<file path="src/logic/fdlcd_pkg.sv">
// Purpose: constants for the four-digit LCD latch decoder core
// Assumes: single 200 MHz clock, synchronous active-high reset
// Notes: segment order in every 7-bit pattern is {g,f,e,d,c,b,a}
//
// Notes on behaviour
// - Address 00 picks fourth digit, 01 third, 10 second, 11 first.
// - While both selects are low, value and address are captured.
// - Rising edge of the first select to rise after both were low decodes and stores into addressed digit.
// - Value is true binary, weights one, two, four, eight.
// - Values 0-9 decimal; 10-15 dash, E, H, L, P, blank.
// - Seven segments per digit, 28 total, plus one backplane driver.
// - Backplane is the oscillator divided by 128.
// - Nominal 19 kHz oscillator gives about 150 Hz backplane.
// - Oscillator input low disables backplane driver; segments follow external line.
// - Oscillator lows shorter than about one microsecond are ignored.
`default_nettype none
package fdlcd_pkg;
  localparam int unsigned CLK_MHZ = 200;
  localparam int unsigned OSC_DIV = 128;
  localparam int unsigned OSC_HALF_DIV = OSC_DIV / 2;
  localparam int unsigned OSC_NOM_HZ = 19000;
  localparam int unsigned OSC_HALF_CYC = (CLK_MHZ * 1000000) / (2 * OSC_NOM_HZ);
  localparam int unsigned LOW_IGNORE_NS = 1000;
  localparam int unsigned LOW_IGNORE_CYC = (LOW_IGNORE_NS * CLK_MHZ + 999) / 1000;
  localparam int unsigned SEG_W = 7;
  localparam int unsigned NUM_DIGITS = 4;
  localparam logic [1:0] ADDR_FIRST = 2'h3;
  localparam logic [1:0] ADDR_SECOND = 2'h2;
  localparam logic [1:0] ADDR_THIRD = 2'h1;
  localparam logic [1:0] ADDR_FOURTH = 2'h0;
  localparam logic [6:0] SEG_RESET = 7'h00;
  localparam logic [6:0] SEG_0 = 7'h3F;
  localparam logic [6:0] SEG_1 = 7'h06;
  localparam logic [6:0] SEG_2 = 7'h5B;
  localparam logic [6:0] SEG_3 = 7'h4F;
  localparam logic [6:0] SEG_4 = 7'h66;
  localparam logic [6:0] SEG_5 = 7'h6D;
  localparam logic [6:0] SEG_6 = 7'h7D;
  localparam logic [6:0] SEG_7 = 7'h07;
  localparam logic [6:0] SEG_8 = 7'h7F;
  localparam logic [6:0] SEG_9 = 7'h6F;
  localparam logic [6:0] SEG_DASH = 7'h40;
  localparam logic [6:0] SEG_E = 7'h79;
  localparam logic [6:0] SEG_H = 7'h76;
  localparam logic [6:0] SEG_L = 7'h38;
  localparam logic [6:0] SEG_P = 7'h73;
  localparam logic [6:0] SEG_BLANK = 7'h00;
endpackage : fdlcd_pkg
`default_nettype wire

</file>
<file path="src/logic/fdlcd_decode.sv">
// Purpose: binary value to seven-segment pattern
// Assumes: value bit 0 has weight one
// Notes: purely combinational
`default_nettype none
`timescale 1ns/100ps
module fdlcd_decode (
  input wire logic [3:0] value,
  output logic [6:0] pattern
);
  import fdlcd_pkg::*;
  always_comb begin
    unique case (value)
      4'h0: pattern = SEG_0;
      4'h1: pattern = SEG_1;
      4'h2: pattern = SEG_2;
      4'h3: pattern = SEG_3;
      4'h4: pattern = SEG_4;
      4'h5: pattern = SEG_5;
      4'h6: pattern = SEG_6;
      4'h7: pattern = SEG_7;
      4'h8: pattern = SEG_8;
      4'h9: pattern = SEG_9;
      4'hA: pattern = SEG_DASH;
      4'hB: pattern = SEG_E;
      4'hC: pattern = SEG_H;
      4'hD: pattern = SEG_L;
      4'hE: pattern = SEG_P;
      4'hF: pattern = SEG_BLANK;
    endcase
  end
endmodule : fdlcd_decode
`default_nettype wire

</file>
<file path="src/logic/fdlcd_core.sv">
// Purpose: four-digit LCD latch decoder-driver core
// Assumes: all pins synchronous to mclk; oscillator input sampled as a level
// Notes: a free-running mclk counter giving one tick per half period models the on-chip RC oscillator
`default_nettype none
`timescale 1ns/100ps
module fdlcd_core #(
  parameter int unsigned OSC_HALF = fdlcd_pkg::OSC_HALF_CYC,
  parameter int unsigned LOW_IGN = fdlcd_pkg::LOW_IGNORE_CYC
) (
  input wire logic mclk,
  input wire logic srst,
  input wire logic value_bit_ones,
  input wire logic value_bit_twos,
  input wire logic value_bit_fours,
  input wire logic value_bit_eights,
  input wire logic digit_sel_low_bit,
  input wire logic digit_sel_high_bit,
  input wire logic select_strobe_a_n,
  input wire logic select_strobe_b_n,
  input wire logic osc_in,
  input wire logic common_plane_line_in,
  output logic common_plane_line_out,
  output logic common_plane_line_oe,
  output logic [6:0] digit_first,
  output logic [6:0] digit_second,
  output logic [6:0] digit_third,
  output logic [6:0] digit_fourth
);
  import fdlcd_pkg::*;

  // osc_cnt and low_cnt are 16 bits wide, so larger counts cannot be served
  if (OSC_HALF < 1 || LOW_IGN < 1 || LOW_IGN > 65535 || OSC_HALF > 65535) begin : g_bad_count
    $error("fdlcd_core: count parameter out of range");
  end

  // ==========================================
  // Input latches
  logic [3:0] value_latch;
  logic [1:0] addr_latch;
  logic both_low;
  logic both_low_d;
  logic write_edge;
  logic [6:0] pattern;
  assign both_low = ~select_strobe_a_n & ~select_strobe_b_n;
  // Joint-low ending is the rising edge of whichever select went first
  assign write_edge = both_low_d & ~both_low;

  always_ff @(posedge mclk) begin
    if (srst) begin
      value_latch <= 4'h0;
      addr_latch <= 2'h0;
      both_low_d <= 1'b0;
    end else begin
      both_low_d <= both_low;
      if (both_low) begin
        value_latch <= {value_bit_eights, value_bit_fours, value_bit_twos, value_bit_ones};
        addr_latch <= {digit_sel_high_bit, digit_sel_low_bit};
      end
    end
  end

  fdlcd_decode u_dec (
    .value(value_latch),
    .pattern(pattern)
  );

  // ==========================================
  // Digit output latches
  logic [6:0] store [NUM_DIGITS];
  logic [1:0] addr_idx [NUM_DIGITS];
  assign addr_idx[0] = ADDR_FIRST;
  assign addr_idx[1] = ADDR_SECOND;
  assign addr_idx[2] = ADDR_THIRD;
  assign addr_idx[3] = ADDR_FOURTH;

  genvar gi;
  generate
    for (gi = 0; gi < NUM_DIGITS; gi++) begin : g_dig
      always_ff @(posedge mclk) begin
        if (srst) begin
          store[gi] <= SEG_RESET;
        end else if (write_edge && addr_latch == addr_idx[gi]) begin
          store[gi] <= pattern;
        end
      end
    end
  endgenerate

  // ==========================================
  // Oscillator model and divide-by-128 chain
  logic [15:0] osc_cnt;
  logic osc_tick;
  logic [6:0] div_cnt;
  logic plane_int;
  assign osc_tick = (osc_cnt == 16'(OSC_HALF - 1));

  // A tick is half an oscillator period: 128 ticks make one plane half period
  always_ff @(posedge mclk) begin
    if (srst) begin
      osc_cnt <= 16'h0000;
      div_cnt <= 7'h00;
      plane_int <= 1'b0;
    end else begin
      osc_cnt <= osc_tick ? 16'h0000 : osc_cnt + 16'h0001;
      if (osc_tick) begin
        div_cnt <= div_cnt + 7'h01;
        if (div_cnt == 7'(OSC_DIV - 1)) begin
          plane_int <= ~plane_int;
        end
      end
    end
  end

  // ==========================================
  // Backplane disable sensing
  // Short lows are filtered so an overdriving clock cannot cause DC drive
  logic [15:0] low_cnt;
  logic slave_mode;
  always_ff @(posedge mclk) begin
    if (srst) begin
      low_cnt <= 16'h0000;
      slave_mode <= 1'b0;
    end else if (osc_in) begin
      low_cnt <= 16'h0000;
      slave_mode <= 1'b0;
    end else if (low_cnt < 16'(LOW_IGN)) begin
      low_cnt <= low_cnt + 16'h0001;
    end else begin
      slave_mode <= 1'b1;
    end
  end

  // ==========================================
  // Drivers
  logic plane_ref;
  assign plane_ref = slave_mode ? common_plane_line_in : plane_int;

  always_ff @(posedge mclk) begin
    if (srst) begin
      common_plane_line_out <= 1'b0;
      common_plane_line_oe <= 1'b0;
      digit_first <= SEG_RESET;
      digit_second <= SEG_RESET;
      digit_third <= SEG_RESET;
      digit_fourth <= SEG_RESET;
    end else begin
      common_plane_line_out <= plane_int;
      common_plane_line_oe <= ~slave_mode;
      digit_first <= store[0] ^ {SEG_W{plane_ref}};
      digit_second <= store[1] ^ {SEG_W{plane_ref}};
      digit_third <= store[2] ^ {SEG_W{plane_ref}};
      digit_fourth <= store[3] ^ {SEG_W{plane_ref}};
    end
  end

  // ==========================================
  // Assertions
  property p_write_first;
    @(posedge mclk) disable iff (srst)
      (write_edge && addr_latch == ADDR_FIRST) |=> (store[0] == $past(pattern));
  endproperty
  a_write_first: assert property (p_write_first) else $error("first digit not written");

  property p_write_fourth;
    @(posedge mclk) disable iff (srst)
      (write_edge && addr_latch == ADDR_FOURTH) |=> (store[3] == $past(pattern));
  endproperty
  a_write_fourth: assert property (p_write_fourth) else $error("fourth digit not written");

  property p_capture;
    @(posedge mclk) disable iff (srst)
      both_low |=> (value_latch == $past({value_bit_eights, value_bit_fours, value_bit_twos, value_bit_ones}));
  endproperty
  a_capture: assert property (p_capture) else $error("value not captured");

  property p_hold;
    @(posedge mclk) disable iff (srst)
      !(write_edge && addr_latch == ADDR_SECOND) |=> $stable(store[1]);
  endproperty
  a_hold: assert property (p_hold) else $error("second digit changed without write");

  property p_blank;
    @(posedge mclk) disable iff (srst)
      (value_latch == 4'hF) |-> (pattern == SEG_BLANK);
  endproperty
  a_blank: assert property (p_blank) else $error("code 15 not blank");

  property p_filter;
    @(posedge mclk) disable iff (srst)
      $rose(slave_mode) |-> $past(!osc_in, 2) && $past(!osc_in, 1);
  endproperty
  a_filter: assert property (p_filter) else $error("slave mode on short low");

  property p_disable;
    @(posedge mclk) disable iff (srst)
      slave_mode |=> !common_plane_line_oe;
  endproperty
  a_disable: assert property (p_disable) else $error("backplane driven in slave mode");

  property p_phase;
    @(posedge mclk) disable iff (srst)
      1'b1 |=> (digit_third == ($past(store[2]) ^ {SEG_W{$past(plane_ref)}}));
  endproperty
  a_phase: assert property (p_phase) else $error("segment phase wrong");

  property p_div;
    @(posedge mclk) disable iff (srst)
      (osc_tick && div_cnt != 7'(OSC_DIV - 1)) |=> $stable(plane_int);
  endproperty
  a_div: assert property (p_div) else $error("backplane toggled early");

  property p_div_toggle;
    @(posedge mclk) disable iff (srst)
      (osc_tick && div_cnt == 7'(OSC_DIV - 1)) |=> (plane_int != $past(plane_int));
  endproperty
  a_div_toggle: assert property (p_div_toggle) else $error("backplane did not toggle");

  property p_filter_count;
    @(posedge mclk) disable iff (srst)
      $rose(slave_mode) |-> ($past(low_cnt) == 16'(LOW_IGN));
  endproperty
  a_filter_count: assert property (p_filter_count) else $error("slave mode before full low time");

  property p_master_drive;
    @(posedge mclk) disable iff (srst)
      !slave_mode |=> (common_plane_line_oe && common_plane_line_out == $past(plane_int));
  endproperty
  a_master_drive: assert property (p_master_drive) else $error("backplane not driven in master mode");

  c_write: cover property (@(posedge mclk) disable iff (srst) write_edge);
  c_slave: cover property (@(posedge mclk) disable iff (srst) $rose(slave_mode));
  c_plane: cover property (@(posedge mclk) disable iff (srst) $rose(plane_int));
  c_first: cover property (@(posedge mclk) disable iff (srst) write_edge && addr_latch == ADDR_FIRST);
endmodule : fdlcd_core
`default_nettype wire

</file>
<file path="config.mk">
export PLATFORM = sky130hd
export DESIGN_NAME = fdlcd_core
export DESIGN_NICKNAME = d
export VERILOG_FILES = /design/src/logic/fdlcd_pkg.sv /design/src/logic/fdlcd_decode.sv /design/src/logic/fdlcd_core.sv
export SDC_FILE = /design/constraint.sdc
export NUM_CORES = 1
export LEC_CHECK = 0
export ABC_CLOCK_PERIOD_IN_PS = 2500
export BUFFER_PORTS_ARGS = -buffer_cell sky130_fd_sc_hd__buf_2
export CAP_MARGIN = 10
export CORE_ASPECT_RATIO = 1.75
export CORE_MARGIN = 4
export CORE_UTILIZATION = 47
export CTS_CLUSTER_DIAMETER = 30
export DETAILED_ROUTE_END_ITERATION = 7
export GPL_TIMING_DRIVEN = 0
export HOLD_SLACK_MARGIN = 0.15
export PLACE_DENSITY = 0.75
export SLEW_MARGIN = 20
export SYNTH_ARGS = -nofsm -noshare
export SYNTH_HDL_FRONTEND = slang
export SYNTH_SLANG_ARGS = --single-unit
</file>
<file path="constraint.sdc">
create_clock -name mclk -period 2.5 [get_ports mclk]
set_input_delay 0.375 -clock mclk [delete_from_list [all_inputs] [get_ports mclk]]
set_output_delay 0.375 -clock mclk [all_outputs]
set_load 0.03 [all_outputs]
</file>
==> results.cfg <==
[clock_tree]
cts_buffer_depth = 2
post-cts-setup-buffer-count = 0
clk_root_buf = sky130_fd_sc_hd__clkbuf_16
cts.htree.levels = 4
worst_skew_pair.late_latency_ns = 0.40
clock_sinks = 113
holdBufCountCts = 0
cts_tree = built
path_clk_slew_ns = 0.05
cts_resized = 0
cts_made_buffers = 17

[place]
dpl.cell_count = 592
routabilityCongestion = 0.896
numPortBuffers = 40
pre_cts_slack_ns = -0.192
detailed_place_hpwl_um = 5920

[timing]
timing.final.crit_share = 0.915
rsz0062_at_grt = false
clock-skew-final_ns = 0.00700
final.hold.worst_slack_ns = 0.234
worstMarginPinSlew_ns = 0.911
timing.fmax_ghz = 0.437
slew_headroom = 0.386
fin_crit_ns = 2.29
worst_slack_ns = 0.213
finalSetupViolations = 0
finalHoldViolCount = 0
slew_violations = 0

[worst_setup_path]
timing.setup.critical_path_class = input port to register
worst_setup_path_start_kind = input port
timing.critical_path.max_delay_family = buffers and inverters
crit_fanout = 10
cp-end-kind = register
r2r-start = value_latch[1]$_SDFFE_PP0N_
crit_path_cell_trace = buf_2, clkbuf_1, clkbuf_1, a21oi_1, inv_1, ha_1, inv_1, mux2_2, mux2_2
worst-r2r-setup-slack_ns = 0.61
critPathBufInv = 5
cp_data_required_time_ns = 2.78
critPathMaxStageDelay_ns = 0.46
critPathArrivalTime_ns = 2.57
worstReg2RegEnd = u_dec.pattern[3]$_DFF_P_
worstRegToRegCells = 7
critical_path.slowest_cell = sky130_fd_sc_hd__clkbuf_1

[layout]
n_antenna_cell = 0
syn_to_final_growth_pct = 21.8
final-seq-area_mm2 = 0.00254
instances_no_fill = 624
layout.core_utilization = 0.591
finish.net_count = 512
drive_above_1_share = 0.199
combined_area_of_the_multi_input_logic_cells_mm2 = 0.00194
final.fill_count = 821

[synthesis]
synth-edff-count = 28
synthFlopType = sky130_fd_sc_hd__dfxtp_1
synth_area_mm2 = 0.00462
synth.yosys.seq_area_share = 0.550
number_of_synthesized_register_bits = 113
yosys.cell_types.count = 52
syn_area_per_cell_um2 = 10.7
async_reset_ff_frac = 0
synth.top_cells.by_count = sky130_fd_sc_hd__dfxtp_1 (85), sky130_fd_sc_hd__nor2_1 (59), sky130_fd_sc_hd__and2_1 (37)
yosysMostFrequentCell = sky130_fd_sc_hd__dfxtp_1
yosysWarnings = 0
ys_top_cells_by_area = sky130_fd_sc_hd__dfxtp_1 (37%), sky130_fd_sc_hd__edfxtp_1 (18%), sky130_fd_sc_hd__xor2_1 (5.9%), sky130_fd_sc_hd__and2_1 (5.0%), sky130_fd_sc_hd__nor2_1 (4.8%)
syn-instance-count = 430
synthesized_net_count = 453
synth_area_leader_cell = sky130_fd_sc_hd__dfxtp_1
synthDominantCellAreaShare = 0.368

[die]
core_area_mm2 = 0.00953
chipWidth_um = 83.0
fp.dieArea_mm2 = 0.0115
placement_rows = 47
chipHeight_um = 139
start_util = 0.485
io_pins = 42

[power]
p_leak_nw = 2.25
internal_power_mw = 3.86
total_switching_power_uw = 935
power.ir.vdd_worst_v = 0.000575
clkPwrFrac = 0.546
comb_power_share = 0.044
finalPower_mw = 4.79
netSwitchingFraction = 0.195
sequential_power_share = 0.411
power_per_cell_area_mw_per_mm2 = 852

[worst_hold_path]
worst_min_delay_path_category = input port to register
hold_end = addr_latch[0]$_SDFFE_PP0N_
min-delay-start = digit_sel_low_bit
hold_depth = 3

[grt]
pin_count_of_the_biggest_net_entering_global_routing = 17
grt.total_usage = 0.151
grt_pass1_vias = 3127
antenna_found_initial = 0
congestion_overflow_gr = 0
global_route_wire_length_before_repair_um = 13900

[drt]
detailedRoute.firstPassIterationCount = 4
wl_per_cell_um = 13.1
vias_per_cell = 5.07
detail_route.drc_violations = 0
drt_wl_total_um = 8160
via_count = 3166
antenna_violating_nets_post_route = 0
detail_route.iter0.violations = 153

[flow_run]
max-cap-violations = 0

[status]
outcome = completed
-- worst max-delay path by stage --
stage	depth (start not counted)	to	from	slack (ns)
floorplan	9	u_dec.pattern[3]$_DFF_P_	srst	0.26
finish	9	u_dec.pattern[3]$_DFF_P_	srst	0.21
detailed placement	9	u_dec.pattern[3]$_DFF_P_	srst	-0.19
global route	9	u_dec.pattern[3]$_DFF_P_	srst	0.07
CTS	9	u_dec.pattern[3]$_DFF_P_	srst	0.21
global placement	9	u_dec.pattern[3]$_DFF_P_	srst	-0.16
-- worst reg2reg max path, cell delays in order (launching register included) --
cell and delay, ns:
sky130_fd_sc_hd__dfxtp_1 0.33, sky130_fd_sc_hd__nand2_1 0.07, sky130_fd_sc_hd__a21oi_1 0.31, sky130_fd_sc_hd__inv_1 0.16, sky130_fd_sc_hd__ha_1 0.32, sky130_fd_sc_hd__inv_1 0.07, sky130_fd_sc_hd__mux2_2 0.26, sky130_fd_sc_hd__mux2_2 0.26
-- stage by stage --
stage | cell area (um2) | setup TNS [ns]
floorplan | 4620 | 0
detailed placement | 4970 | -0.236
finish | 5630 | 0
global placement | 4970 | -0.161
CTS | 5620 | 0
global route | 5630 | 0
-- power groups by stage --
| stage | sequential, mW | combinational (mW) | clock, mW |
|---|---|---|---|
| CTS | 1.97 | 0.211 | 2.66 |
| global placement | 2.00 | 0.204 | 0 |
| finish | 1.97 | 0.209 | 2.62 |
| detailed placement | 2.00 | 0.210 | 0 |
| global route | 1.97 | 0.233 | 2.76 |
| floorplan | 2.03 | 0.114 | 0 |
-- per-layer routing --
layer,global-route usage,vias to the layer above,part of all wire
met1,0.141,1464,0.37
met4,0.0853,0,0.026
met3,0.0577,14,0.052
met2,0.276,81,0.55
met5,0,-,0
li1,-,1607,-
-- kinds of logic after synthesis --
kind of cell	share of synthesized area
adders and majority gates	0.0298
and+or+nand+nor	0.209
buffers and inverters	0.0319
xor gates and xnor gates	0.0853
muxes	0.0319
AOI/OAI and AO/OA	0.0620
DFF	0.550
-- cell type report --
class,instances,share of cell area
clock inverter,13,0.0382
inverter,14,0.00934
buffer,17,0.0169
multi-input combinational,286,0.344
timing repair buffer,40,0.0356
tap,122,0.0271
sequential,113,0.452
clock buffer,19,0.0769
-- flip-flops by register name, indices dropped and copies added, names as in the netlist --
name / count
digit_second: 7
value_latch: 4
common_plane_line_oe: 1
store: 28
digit_fourth: 7
digit_first: 7
slave_mode: 1
low_cnt: 16
common_plane_line_out: 1
div_cnt: 7
both_low_d: 1
addr_latch: 2
osc_cnt: 16
plane_int: 1
u_dec.pattern: 7
digit_third: 7
-- cells in the final DEF, fill, tap and decap left out, types with 7 or more instances in the layout --
master                      count
sky130_fd_sc_hd__mux2i_1        8
sky130_fd_sc_hd__buf_2         46
sky130_fd_sc_hd__nand2_1       16
sky130_fd_sc_hd__nor2_1        59
sky130_fd_sc_hd__xor2_1        31
sky130_fd_sc_hd__o31ai_1        7
sky130_fd_sc_hd__nand4_1        7
sky130_fd_sc_hd__nor3_1         7
sky130_fd_sc_hd__clkbuf_1       9
sky130_fd_sc_hd__edfxtp_1      28
sky130_fd_sc_hd__clkbuf_16     17
sky130_fd_sc_hd__ha_1          11
sky130_fd_sc_hd__a21oi_1       13
sky130_fd_sc_hd__inv_1         14
sky130_fd_sc_hd__xnor2_1       14
sky130_fd_sc_hd__and2_1        37
sky130_fd_sc_hd__nor4_1         9
sky130_fd_sc_hd__or4_1          7
sky130_fd_sc_hd__nand3_1       13
sky130_fd_sc_hd__dfxtp_1       85
Note: power is estimated with default switching activity, not from simulation.
